[src/rtl/acg_regs.vh]
// Register map and field layout of the audio clock generator
`ifndef ACG_REGS_VH
`define ACG_REGS_VH
// Register indices; byte address is four times the index
`define ACG_IDX_SRC 8'h66
`define ACG_IDX_CTRL 8'h80
`define ACG_IDX_QDIV 8'h81
`define ACG_IDX_PLL 8'h82
`define ACG_IDX_ODIV 8'h83
`define ACG_IDX_STAT 8'h84
// Clock source select fields
`define ACG_DIVSRC_HI 7
`define ACG_DIVSRC_LO 6
`define ACG_SYNSRC_HI 5
`define ACG_SYNSRC_LO 4
// Control bits
`define ACG_CTRL_PLLEN 0
`define ACG_CTRL_OSEL 1
`define ACG_CTRL_CONV 2
`define ACG_CTRL_OUTEN 3
// Ratio register fields: J, D, R, P
`define ACG_J_HI 5
`define ACG_J_LO 0
`define ACG_D_HI 19
`define ACG_D_LO 6
`define ACG_R_HI 23
`define ACG_R_LO 20
`define ACG_P_HI 26
`define ACG_P_LO 24
// Output divider fields: M code, N
`define ACG_M_HI 1
`define ACG_M_LO 0
`define ACG_N_HI 6
`define ACG_N_LO 2
// Reset values
`define ACG_RST_SRC 8'h00
`define ACG_RST_CTRL 4'h0
`define ACG_RST_QDIV 5'h02
`define ACG_RST_PLL 27'h110_0001
`define ACG_RST_ODIV 7'h08
// Divide and multiply limits
`define ACG_Q_MIN 5'h02
`define ACG_Q_MAX 5'h11
`define ACG_D_MAX 14'h270f
`define ACG_D_SCALE 17'h02710
// Master clock cycles per reference sample, and pll pre-scale
`define ACG_MCLK_PER_FS 9'h100
`define ACG_PLL_DIV 8'h80
`endif

[src/rtl/acg_clock_gen.v]
// Audio clock generator: divider, rate synthesiser, output divider
//
// Added by the designer: register access over AXI4-Lite.
`timescale 1ns/1ps
`default_nettype none
`include "acg_regs.vh"

// -----------------------------------------------------------
// Rate accumulator: toggles its clock at inc/mod per edge
// -----------------------------------------------------------
module acg_nco (
    // Clock and reset
    input wire aclk,
    input wire aresetn,
    // Control
    input wire restart,
    input wire src_edge,
    input wire [25:0] inc,
    input wire [25:0] modv,
    // Result
    output reg clk_o,
    output reg tick
);
    reg [27:0] acc;
    // No toggle right after a toggle, so each level lasts at least two cycles
    wire ge = (acc >= {2'b00, modv}) && (modv != 26'h0) && !tick;
    wire room = ~acc[27];
    // Add per source edge, pay at most one toggle every other cycle
    always @(posedge aclk) begin
        if (!aresetn || restart) begin
            acc <= 28'h0;
            clk_o <= 1'b0;
            tick <= 1'b0;
        end else begin
            acc <= acc + ((src_edge && room) ? {2'b00, inc} : 28'h0)
                - (ge ? {2'b00, modv} : 28'h0);
            tick <= ge;
            if (ge)
                clk_o <= ~clk_o;
        end
    end
endmodule

// -----------------------------------------------------------
// Top: register slave and clock paths
// -----------------------------------------------------------
module acg_clock_gen (
    // Clock and reset
    input wire aclk,
    input wire aresetn,
    // Write address channel
    input wire [11:0] s_axi_awaddr,
    input wire s_axi_awvalid,
    output reg s_axi_awready,
    // Write data channel
    input wire [31:0] s_axi_wdata,
    input wire [3:0] s_axi_wstrb,
    input wire s_axi_wvalid,
    output reg s_axi_wready,
    // Write response channel
    output reg [1:0] s_axi_bresp,
    output reg s_axi_bvalid,
    input wire s_axi_bready,
    // Read address channel
    input wire [11:0] s_axi_araddr,
    input wire s_axi_arvalid,
    output reg s_axi_arready,
    // Read data channel
    output reg [31:0] s_axi_rdata,
    output reg [1:0] s_axi_rresp,
    output reg s_axi_rvalid,
    input wire s_axi_rready,
    // Clock pins, sampled on aclk
    input wire mclk_in,
    input wire bclk_in,
    input wire aux_pin_two,
    // Generated clocks
    output reg conv_mclk,
    output reg fs_ref_tick,
    output reg aux_pin_one_o,
    output reg aux_pin_one_oe
);
    // -------------------------------------------------------
    // Registers
    // -------------------------------------------------------
    reg [7:0] src_sel;
    reg [3:0] ctrl;
    reg [4:0] qdiv;
    reg [26:0] pll;
    reg [6:0] odiv;
    reg [9:0] aw_idx;
    reg aw_held;
    reg [31:0] w_data;
    reg [3:0] w_strb;
    reg w_held;

    // Merge byte lanes into an old value
    function [31:0] lanes;
        input [31:0] old;
        input [31:0] nw;
        input [3:0] st;
        integer i;
        begin
            lanes = old;
            for (i = 0; i < 4; i = i + 1)
                if (st[i])
                    lanes[i*8 +: 8] = nw[i*8 +: 8];
        end
    endfunction

    // Clamp to the legal 2..17 divider range
    function [4:0] clampq;
        input [4:0] v;
        begin
            if (v < `ACG_Q_MIN)
                clampq = `ACG_Q_MIN;
            else if (v > `ACG_Q_MAX)
                clampq = `ACG_Q_MAX;
            else
                clampq = v;
        end
    endfunction

    // -------------------------------------------------------
    // Write channel: address and data in either order
    // -------------------------------------------------------
    wire do_wr = aw_held && w_held && !s_axi_bvalid;
    wire [9:0] ar_idx = s_axi_araddr[11:2];
    wire wr_map = (aw_idx == {2'b00, `ACG_IDX_SRC})
        || (aw_idx == {2'b00, `ACG_IDX_CTRL})
        || (aw_idx == {2'b00, `ACG_IDX_QDIV})
        || (aw_idx == {2'b00, `ACG_IDX_PLL})
        || (aw_idx == {2'b00, `ACG_IDX_ODIV});
    // Byte lanes merged into each register's present value
    wire [31:0] m_src = lanes({24'h0, src_sel}, w_data, w_strb);
    wire [31:0] m_ctrl = lanes({28'h0, ctrl}, w_data, w_strb);
    wire [31:0] m_qdiv = lanes({27'h0, qdiv}, w_data, w_strb);
    wire [31:0] m_pll = lanes({5'h0, pll}, w_data, w_strb);
    wire [31:0] m_odiv = lanes({25'h0, odiv}, w_data, w_strb);

    always @(posedge aclk) begin
        if (!aresetn) begin
            s_axi_awready <= 1'b1;
            s_axi_wready <= 1'b1;
            s_axi_bvalid <= 1'b0;
            s_axi_bresp <= 2'b00;
            aw_held <= 1'b0;
            w_held <= 1'b0;
            aw_idx <= 10'h0;
            w_data <= 32'h0;
            w_strb <= 4'h0;
            src_sel <= `ACG_RST_SRC;
            ctrl <= `ACG_RST_CTRL;
            qdiv <= `ACG_RST_QDIV;
            pll <= `ACG_RST_PLL;
            odiv <= `ACG_RST_ODIV;
        end else begin
            if (s_axi_awvalid && s_axi_awready) begin
                aw_idx <= s_axi_awaddr[11:2];
                aw_held <= 1'b1;
                s_axi_awready <= 1'b0;
            end
            if (s_axi_wvalid && s_axi_wready) begin
                w_data <= s_axi_wdata;
                w_strb <= s_axi_wstrb;
                w_held <= 1'b1;
                s_axi_wready <= 1'b0;
            end
            if (do_wr) begin
                s_axi_bvalid <= 1'b1;
                s_axi_bresp <= wr_map ? 2'b00 : 2'b10;
                aw_held <= 1'b0;
                w_held <= 1'b0;
                case (aw_idx)
                    {2'b00, `ACG_IDX_SRC}:
                        src_sel <= m_src[7:0] & 8'hf0;
                    {2'b00, `ACG_IDX_CTRL}:
                        ctrl <= m_ctrl[3:0];
                    {2'b00, `ACG_IDX_QDIV}:
                        qdiv <= m_qdiv[4:0];
                    {2'b00, `ACG_IDX_PLL}:
                        pll <= m_pll[26:0];
                    {2'b00, `ACG_IDX_ODIV}:
                        odiv <= m_odiv[6:0];
                    default: ;
                endcase
            end
            if (s_axi_bvalid && s_axi_bready) begin
                s_axi_bvalid <= 1'b0;
                s_axi_awready <= 1'b1;
                s_axi_wready <= 1'b1;
            end
        end
    end

    // -------------------------------------------------------
    // Ratio decode from software fields
    // -------------------------------------------------------
    wire [5:0] j_raw = pll[`ACG_J_HI:`ACG_J_LO];
    wire [13:0] d_raw = pll[`ACG_D_HI:`ACG_D_LO];
    wire [5:0] j_val = (j_raw == 6'h0) ? 6'h01 : j_raw;
    wire [13:0] d_val = (d_raw > `ACG_D_MAX) ? `ACG_D_MAX : d_raw;
    wire [4:0] r_val = {1'b0, pll[`ACG_R_HI:`ACG_R_LO]}
        + {(pll[`ACG_R_HI:`ACG_R_LO] == 4'h0), 4'h0};
    wire [3:0] p_val = {1'b0, pll[`ACG_P_HI:`ACG_P_LO]}
        + {(pll[`ACG_P_HI:`ACG_P_LO] == 3'h0), 3'h0};
    wire [3:0] m_val = 4'h1 << odiv[`ACG_M_HI:`ACG_M_LO];
    wire [4:0] n_val = clampq(odiv[`ACG_N_HI:`ACG_N_LO]);
    wire [4:0] q_val = clampq(qdiv);
    // K in units of 1/10000
    wire [19:0] k_val = j_val * `ACG_D_SCALE + {6'h0, d_val};
    wire [25:0] kr = k_val * r_val;
    wire [25:0] ppre = `ACG_PLL_DIV * `ACG_D_SCALE / 26'd32 * p_val;
    wire [25:0] mnp = m_val * n_val * p_val * `ACG_D_SCALE;
    wire [7:0] mn_val = m_val * n_val;

    // Next increments and moduli for both paths
    wire pll_on = ctrl[`ACG_CTRL_PLLEN];
    wire osel = ctrl[`ACG_CTRL_OSEL];
    wire [25:0] next_ci = pll_on ? kr : 26'h4;
    wire [25:0] next_cm = pll_on ? ppre : {21'h0, q_val};
    wire [25:0] next_oi = osel ? 26'h4 : (pll_on ? {kr[23:0], 2'b00}
        : 26'h0);
    wire [25:0] next_om = osel ? {18'h0, mn_val}
        : mnp;

    // -------------------------------------------------------
    // Active configuration, swapped only while clocks low
    // -------------------------------------------------------
    reg [25:0] ci, cm, oi, om;
    reg [7:0] a_src;
    reg a_pll, a_osel, a_conv;
    wire pend = (next_ci != ci) || (next_cm != cm)
        || (next_oi != oi) || (next_om != om) || (a_src != src_sel)
        || (a_pll != pll_on) || (a_osel != osel)
        || (a_conv != ctrl[`ACG_CTRL_CONV]);
    wire c_lvl, o_lvl, c_tick, o_tick;
    wire apply = pend && !c_lvl && !o_lvl;

    always @(posedge aclk) begin
        if (!aresetn) begin
            ci <= 26'h0;
            cm <= 26'h0;
            oi <= 26'h0;
            om <= 26'h0;
            a_src <= 8'h0;
            a_pll <= 1'b0;
            a_osel <= 1'b0;
            a_conv <= 1'b0;
        end else if (apply) begin
            ci <= next_ci;
            cm <= next_cm;
            oi <= next_oi;
            om <= next_om;
            a_src <= src_sel;
            a_pll <= pll_on;
            a_osel <= osel;
            a_conv <= ctrl[`ACG_CTRL_CONV];
        end
    end

    // -------------------------------------------------------
    // Source pins: edge detection and selection
    // -------------------------------------------------------
    reg [2:0] pin_d;
    wire [2:0] pin_now = {aux_pin_two, bclk_in, mclk_in};
    wire [2:0] rise = pin_now & ~pin_d;
    wire [1:0] dsel = a_src[`ACG_DIVSRC_HI:`ACG_DIVSRC_LO];
    wire [1:0] ssel = a_src[`ACG_SYNSRC_HI:`ACG_SYNSRC_LO];
    // Unused code 11 falls back to the master clock
    wire div_edge = (dsel == 2'b01) ? rise[1]
        : (dsel == 2'b10) ? rise[2] : rise[0];
    // Aux pin two feeds the synthesiser only with converters off
    wire syn_edge = (ssel == 2'b01) ? rise[1]
        : (ssel == 2'b10 && !a_conv) ? rise[2]
        : rise[0];

    always @(posedge aclk) begin
        if (!aresetn)
            pin_d <= 3'h0;
        else
            pin_d <= pin_now;
    end

    // -------------------------------------------------------
    // Converter master clock and output clock accumulators
    // -------------------------------------------------------
    acg_nco u_conv (
        .aclk(aclk),
        .aresetn(aresetn),
        .restart(apply),
        .src_edge(a_pll ? syn_edge : div_edge),
        .inc(ci),
        .modv(cm),
        .clk_o(c_lvl),
        .tick(c_tick)
    );

    acg_nco u_out (
        .aclk(aclk),
        .aresetn(aresetn),
        .restart(apply),
        .src_edge(a_osel ? div_edge : syn_edge),
        .inc(oi),
        .modv(om),
        .clk_o(o_lvl),
        .tick(o_tick)
    );

    // -------------------------------------------------------
    // Reference rate strobe: one per 256 master clock cycles
    // -------------------------------------------------------
    reg [8:0] fs_cnt;
    always @(posedge aclk) begin
        if (!aresetn || apply) begin
            fs_cnt <= 9'h0;
            fs_ref_tick <= 1'b0;
        end else begin
            fs_ref_tick <= 1'b0;
            if (c_tick && c_lvl) begin
                fs_cnt <= fs_cnt + 9'h1;
                if (fs_cnt == `ACG_MCLK_PER_FS - 9'h1) begin
                    fs_cnt <= 9'h0;
                    fs_ref_tick <= 1'b1;
                end
            end
        end
    end

    // Clock pins follow the accumulator levels, aux gated by OUTEN, which also drives its enable
    always @(posedge aclk) begin
        if (!aresetn) begin
            conv_mclk <= 1'b0;
            aux_pin_one_o <= 1'b0;
            aux_pin_one_oe <= 1'b0;
        end else begin
            conv_mclk <= c_lvl;
            aux_pin_one_o <= o_lvl & ctrl[`ACG_CTRL_OUTEN];
            aux_pin_one_oe <= ctrl[`ACG_CTRL_OUTEN];
        end
    end

    // -------------------------------------------------------
    // Read channel
    // -------------------------------------------------------
    always @(posedge aclk) begin
        if (!aresetn) begin
            s_axi_arready <= 1'b1;
            s_axi_rvalid <= 1'b0;
            s_axi_rdata <= 32'h0;
            s_axi_rresp <= 2'b00;
        end else if (s_axi_arvalid && s_axi_arready) begin
            s_axi_arready <= 1'b0;
            s_axi_rvalid <= 1'b1;
            s_axi_rresp <= 2'b00;
            case (ar_idx)
                {2'b00, `ACG_IDX_SRC}: s_axi_rdata <= {24'h0, src_sel};
                {2'b00, `ACG_IDX_CTRL}: s_axi_rdata <= {28'h0, ctrl};
                {2'b00, `ACG_IDX_QDIV}: s_axi_rdata <= {27'h0, qdiv};
                {2'b00, `ACG_IDX_PLL}: s_axi_rdata <= {5'h0, pll};
                {2'b00, `ACG_IDX_ODIV}: s_axi_rdata <= {25'h0, odiv};
                {2'b00, `ACG_IDX_STAT}:
                    s_axi_rdata <= {29'h0, o_lvl, c_lvl, pend};
                default: begin
                    s_axi_rdata <= 32'h0;
                    s_axi_rresp <= 2'b10;
                end
            endcase
        end else if (s_axi_rvalid && s_axi_rready) begin
            s_axi_rvalid <= 1'b0;
            s_axi_arready <= 1'b1;
        end
    end
endmodule
`default_nettype wire

[config.mk]
export PLATFORM = sky130hd
export DESIGN_NAME = acg_clock_gen
export DESIGN_NICKNAME = d
export VERILOG_FILES = /design/src/rtl/acg_clock_gen.v
export VERILOG_INCLUDE_DIRS = /design/src /design/src/rtl
export SDC_FILE = /design/constraint.sdc
export NUM_CORES = 1
export LEC_CHECK = 0
export BUFFER_PORTS_ARGS = -buffer_cell sky130_fd_sc_hd__clkbuf_2
export CAP_MARGIN = 20
export CORE_MARGIN = 1.5
export CORE_UTILIZATION = 40
export CTS_CLUSTER_SIZE = 10
export DETAILED_ROUTE_END_ITERATION = 12
export PLACE_DENSITY = 0.63
export SKIP_LAST_GASP = 1
export SLEW_MARGIN = 20
export SYNTH_ARGS = -nofsm -noshare
export SYNTH_HDL_FRONTEND = slang
export SYNTH_SLANG_ARGS = --single-unit
[constraint.sdc]
create_clock -name aclk -period 24.6 [get_ports aclk]
set_clock_uncertainty 0.1 [all_clocks]
set_input_delay 4.92 -clock aclk [delete_from_list [all_inputs] [get_ports aclk]]
set_output_delay 4.92 -clock aclk [all_outputs]
set_load 0.05 [all_outputs]
# Word-level counts from Yosys, hierarchy flattened
# Index checks and enable logic that the tools add are counted.
word_totals:
  ff_bits: 318
  inputBits: 70
  elab_cells: 181
op_classes:
  n_addsub: 8
  mul: 7
  magnitude_cmp: 7
  eq_ne: 24
  n_shift: 1
  muxes: 30
  bitwise_logic: 9
  reduce_logical: 54
op_table:
  columns: ["cell", "n"]
  rows:
  - ["26-bit two-way mux", 7]
  - ["27-bit one-hot mux with 6 select lines", 1]
  - ["10-bit by 8-bit equality test with 1-bit output (second input constant)", 9]
  - ["28-bit adder", 2]
  - ["28-bit by 26-bit >= comparator with 1-bit output", 2]
  - ["28-bit subtractor", 2]
  - ["26-bit != test", 2]
  - ["26-bit nonzero test", 2]
  - ["20-bit by 26-bit != test with 1-bit output", 1]
  - ["25-bit by 26-bit != test with 1-bit output", 1]
  - ["20-bit by 5-bit multiplier with 25-bit output", 1]
  - ["25-bit two-way mux", 1]
  - ["3-bit AND reduction", 8]
  - ["13-bit by 10-bit multiplier with 22-bit output (second input constant)", 1]
  - ["20-bit by 14-bit adder with 20-bit output", 1]
  - ["10-bit by 7-bit equality test with 1-bit output (second input constant)", 2]
  - ["20-bit two-way mux", 1]
  - ["5-bit two-way mux", 4]
  - ["1-bit logical AND", 17]
  - ["6-bit by 10-bit multiplier with 16-bit output (second input constant)", 1]
  - ["14-bit greater-than comparator (second input constant)", 1]
  - ["10-bit by 4-bit multiplier with 14-bit output (first input constant)", 1]
  - ["14-bit two-way mux", 1]
  - ["9-bit by 4-bit multiplier with 13-bit output", 1]
  - ["29 further kinds", 70]

# Logic depth before layout (Yosys ltp)
depth:
  word_depth: 18
  depth_mapped: 49
  depth_no_buf: 46

# By module
# A second synthesis with hierarchy kept.
unflattened:
  cells_unflattened: 3720
  area_unflattened_um2: 29454.5
by_module_without_submodules:
  columns: ["module", "instances", "cells_per_inst", "area_each_um2", "seq_area_each_um2"]
  rows:
  - ["acg_clock_gen", 1, 2641, 21074.0, 4804.6]
  - ["acg_nco at u_conv", 1, 566, 4320.4, 600.6]
  - ["acg_nco at u_out", 1, 513, 4060.1, 600.6]

# Worst setup path after synthesis
# Ideal clock, no wire load.
synth_path:
  path_type: "register to register"
  from: "register odiv[0]"
  to: "register a_osel"
  setup_time_ps: 128
  arrival_ps: 10765
  t_required_ps: 24372
  setup_slack_ps: 13608
  stages_incl_launch_ff: 48
  path_buffers: 4
  period_less_slack_ps: 10992
  path_cell_list: "dfxtp_1 -> clkbuf_1 -> nor2b_1 -> nand3b_1 -> fa_1 -> inv_1 -> fa_1 -> ha_1 -> a21o_1 -> a21oi_1 -> xnor2_1 -> nand2_1 -> fa_1 -> fa_1 -> inv_1 -> ha_1 -> o21a_1 -> o31a_1 -> [... 12 more ...] -> inv_1 -> fa_1 -> inv_1 -> ha_1 -> clkbuf_1 -> nand3_1 -> a211oi_1 -> o21ai_0 -> a211oi_1 -> or4_1 -> mux2i_1 -> or4b_2 -> nor4_1 -> a21oi_1 -> buf_2 -> buf_2 -> mux2i_1 -> nor2_1"
synth_via:
  elab_chain_cells: 13
synth_rtl:
  columns: ["element", "line_no", "rtl"]
  rows:
  - ["start: declaration", "acg_clock_gen.v:90", "reg [6:0] odiv;"]
  - ["start signal: assignment", "acg_clock_gen.v:156", "odiv <= `ACG_RST_ODIV;"]
  - ["start signal: assignment", "acg_clock_gen.v:184", "odiv <= m_odiv[6:0];"]
  - ["1-bit by 2-bit << shifter with 4-bit output (*)", "acg_clock_gen.v:207", "wire [3:0] m_val = 4'h1 << odiv[`ACG_M_HI:`ACG_M_LO];"]
  - ["4-bit by 5-bit multiplier with 9-bit output", "acg_clock_gen.v:214", "wire [25:0] mnp = m_val * n_val * p_val * `ACG_D_SCALE;"]
  - ["9-bit by 4-bit multiplier with 13-bit output", "acg_clock_gen.v:214", null]
  - ["13-bit by 10-bit multiplier with 22-bit output (no source line)", null, null]
  - ["26-bit two-way mux (*)", "acg_clock_gen.v:224", "wire [25:0] next_om = osel ? {18'h0, mn_val}"]
  - ["26-bit != test (*)", "acg_clock_gen.v:234", "|| (next_oi != oi) || (next_om != om) || (a_src != src_sel)"]
  - ["1-bit logical OR (*) (2 in series)", "acg_clock_gen.v:234", null]
  - ["1-bit logical OR (*) (2 in series)", "acg_clock_gen.v:235", "|| (a_pll != pll_on) || (a_osel != osel)"]
  - ["1-bit logical OR (*)", "acg_clock_gen.v:233", "wire pend = (next_ci != ci) || (next_cm != cm)"]
  - ["1-bit logical AND (*) (2 in series)", "acg_clock_gen.v:238", "wire apply = pend && !c_lvl && !o_lvl;"]
  - ["end signal: assignment", "acg_clock_gen.v:257", "a_osel <= osel;"]
  - ["end: declaration", "acg_clock_gen.v:232", "reg a_pll, a_osel, a_conv;"]
# Every way passes the cells marked *; elsewhere a longest branch is shown, timed or not.
# A chain may end at the register's enable or synchronous reset.

# Worst setup path in the final report
layout_path:
  from: "register odiv[6]"
  to: "register oi[19]"
layout_via:
  elab_chain_cells: 15
layout_rtl:
  columns: ["element", "line_no", "rtl"]
  rows:
  - ["5-bit greater-than comparator (no source line)", null, null]
  - ["5-bit two-way mux", "acg_clock_gen.v:117", "else if (v > `ACG_Q_MAX)"]
  - ["5-bit two-way mux (*)", "acg_clock_gen.v:115", "if (v < `ACG_Q_MIN)"]
  - ["4-bit by 5-bit multiplier with 9-bit output", "acg_clock_gen.v:214", null]
  - ["9-bit by 4-bit multiplier with 13-bit output", "acg_clock_gen.v:214", null]
  - ["13-bit by 10-bit multiplier with 22-bit output (no source line)", null, null]
  - ["26-bit two-way mux (*)", "acg_clock_gen.v:224", null]
  - ["26-bit != test (*)", "acg_clock_gen.v:234", null]
  - ["1-bit logical OR (*) (2 in series)", "acg_clock_gen.v:234", null]
  - ["1-bit logical OR (*) (2 in series)", "acg_clock_gen.v:235", null]
  - ["1-bit logical OR (*)", "acg_clock_gen.v:233", null]
  - ["1-bit logical AND (*) (2 in series)", "acg_clock_gen.v:238", null]
  - ["end signal: assignment", "acg_clock_gen.v:253", "oi <= next_oi;"]
  - ["end: declaration", "acg_clock_gen.v:230", "reg [25:0] ci, cm, oi, om;"]
# Marks and branches as above.

==> impl_results.md <==
* CTS sink count at 300
* CTS tree: done
* Total I/O pin count at 115
* Tmin final at 13680 ps
* Initial antenna violation count at 3
* Max Slew Vio Count at 0
* Clock slew seen by the registers of the worst setup and hold paths at 60 ps
* NumNets Final at 4137
* Leak pwr at 14.5 nW
* Final worst slack at 10920 ps
* Sequential fraction of design power at 0.426
* Ys flop type: dfxtp_1
* Commonest non-fill, non-tap cell in the layout: inv_1
* Sw Ratio at 0.259
* RSZ-0062 raised after global routing: no
* Max-slew headroom at 0.192
* Fill cells at 7237
* Total CTS buffers at 41
* Final setup TNS at 0 ps
* Slew at the pin with the worst max-slew slack at 1200 ps
* Clk_lat worst skew at 600 ps
* Final Power at 1.17 mW
* Placer congestion estimate at 1.02
* Post-synth EDFFs at 0
* Post-CTS setup buffers at 0
* CP Data Required Time at 25040 ps
* Crit path DAT at 14120 ps
* Largest net degree at the start of global routing at 92
* CP peak stage delay at 780 ps
* Final setup fails at 0
* Die area at 73900 um^2
* Overflow after GRT at 0
* Die W at 272 um
* Buffers on Ports at 98
* CP endpoint kind: flip-flop
* Most frequent cells in the layout: inv_1 (390), nand2_1 (353), nor2_1 (302)
* Routed WL at 97400 um
* Starting Density at 0.405
* Fmax at 73.1 MHz
* DRC at 0
* CTS max path bufs at 3
* Core area at 71500 um^2
* Max Cap Viol at 0
* Design Area, Final at 31500 um^2
* Drt via density at 5.75
* Vias in the first global route at 25100
* Synthesized area at 28900 um^2
* Post-synthesis sequential area ratio at 0.208
* Hold Crit Class: reg2reg
* Synth top area share at 0.208
* Via count at 26500
* DRT Pass-1 Iters at 5
* Final worst path period share at 0.556
* Area Growth Syn to Fin at 9.06%
* Clock root buffer: clkbuf_16
* Asr flop ratio synth at 0
* DP Worst Slack at 11120 ps
* CP Max Fanout at 37
* Part of the power in combinational logic at 0.064
* Distinct cell type count after synthesis at 96
* Yosys reg bits at 300
* Mapped Cells at 3624
* Clk pwr share at 0.509
* YS warnings at 0
* Die Height at 272 um
* Number of nets with antenna violations after routing at 0
* Final hold violations at 0
* CTS Hold Bufs at 0
* Routed WL per cell at 21.1 um
* H-tree Lvls at 2
* Pwr/cell area at 37.0 nW/um^2
* Status: completed
* Reg area at 6010 um^2
* Layout cells sized above 1 at 0.0747
* Cell taking the most area after synthesis: dfxtp_1
* Int Pwr at 864 uW
* Area of the multi-input gates at 20800 um^2
* Critical path class: reg2reg
* Peak VDD IR at 45.4 uV
* Synth area leaders: dfxtp_1 (21%), ha_1 (12%), fa_1 (10%)
* Row cnt at 98
* GRT Overall Usage at 0.261
* Slowest cell on crit path: nor2_4
* Worst setup SP type: flip-flop
* Syn Area/Cell at 7.98 um^2
* Post-CTS sizing at 0
* First-pass GRT wire length at 151000 um
* DP HPWL at 76100 um
* 1st-iter DRT viols at 2588
* Cell area after placement at 30200 um^2
* Psw at 302 uW
* Worst hold margin at 351 ps
## cell type report
type,instances,share of cell area
timing repair buffer,136,0.0252
multi-input combinational,2764,0.659
inverter,392,0.0467
tap,950,0.0377
sequential,300,0.190
clock buffer,53,0.0359
antenna,4,0.000317
clock inverter,10,0.00472
## through the flow
stage | cells | util
6_report | 4609 | 0.441
5_1_grt | 4605 | 0.441
4_1_cts | 4604 | 0.441
3_5_place_dp | 4541 | 0.423
3_3_place_gp | 4541 | 0.423
2_1_floorplan | 3630 | -
## cell usage after synthesis, types with 41 or more instances
| master | instances |
|---|---|
| nand4_1 | 41 |
| a22o_1 | 54 |
| nand3_1 | 82 |
| nand2_1 | 354 |
| nor2b_1 | 53 |
| o21ai_0 | 99 |
| a21oi_1 | 223 |
| inv_1 | 391 |
| nor3_1 | 92 |
| dfxtp_1 | 300 |
| fa_1 | 149 |
| nor2_1 | 302 |
| nor4_1 | 48 |
| nand2b_1 | 46 |
| xnor2_1 | 99 |
| and3_1 | 49 |
| ha_1 | 283 |
| a21o_1 | 59 |
| mux2i_1 | 95 |
| and2_1 | 121 |
| xor2_1 | 41 |
| clkbuf_1 | 115 |
## routing by layer
layer  part of all wire  wire (um)  GRT usage  vias up
met5            0.00013         13          0        -
met4              0.040       3880      0.101        2
met3              0.075       7310     0.0453      185
met2               0.43      42000      0.404     1013
met1               0.45      44200      0.362    12700
li1                   -          -          -    12600
## worst max-delay path, delay by kind of cell, from the launching register on
family                     cells  cell delay, ps
adders and majority gates     12            5510
xor gates and xnor gates       2            1130
and+or+nand+nor               10            2470
buffers and inverters          9            1110
DFF                            1             600
AOI/OAI and AO/OA             10            2650
## power by group through the flow
stage	clock network, mW	logic, mW	registers, mW
floorplan	0	0.0496	0.509
global placement	0	0.0732	0.507
detailed placement	0	0.0737	0.508
CTS	0.603	0.0741	0.497
global route	0.621	0.0826	0.498
finish	0.594	0.0750	0.497
## kinds of logic (layout without fill, tap and decap cells)
logic type                 after synthesis  after routing  share of synthesized area
AOI/OAI and AO/OA                      744            744                      0.176
xor gates and xnor gates               142            142                     0.0440
adders and majority gates              432            432                      0.226
buffers and inverters                  566            591                     0.0769
DFF                                    300            300                      0.208
muxes                                  113            113                     0.0399
other                                    1             11                   0.000130
and+or+nand+nor                       1326           1326                      0.230
## worst paths after layout
check | from | end | slack [ps] | depth (start not counted)
setup / recovery | odiv[6] | oi[19] | 10920 | 43
hold / removal | w_data[22] | w_data[22] | 350 | 2
setup reg to reg | odiv[6] | oi[19] | 10920 | 43
hold reg to reg | w_data[22] | w_data[22] | 350 | 2
## state kept, by name (all words and copies together), names as in the netlist, 5 cells and up
signal / count
fs_cnt: 9
om: 26
u_conv.acc: 28
w_data: 27
odiv: 7
cm: 18
oi: 24
pll: 27
s_axi_rdata: 27
u_out.acc: 28
ci: 25
aw_idx: 10
qdiv: 5
(Power assumes the default switching activity.)
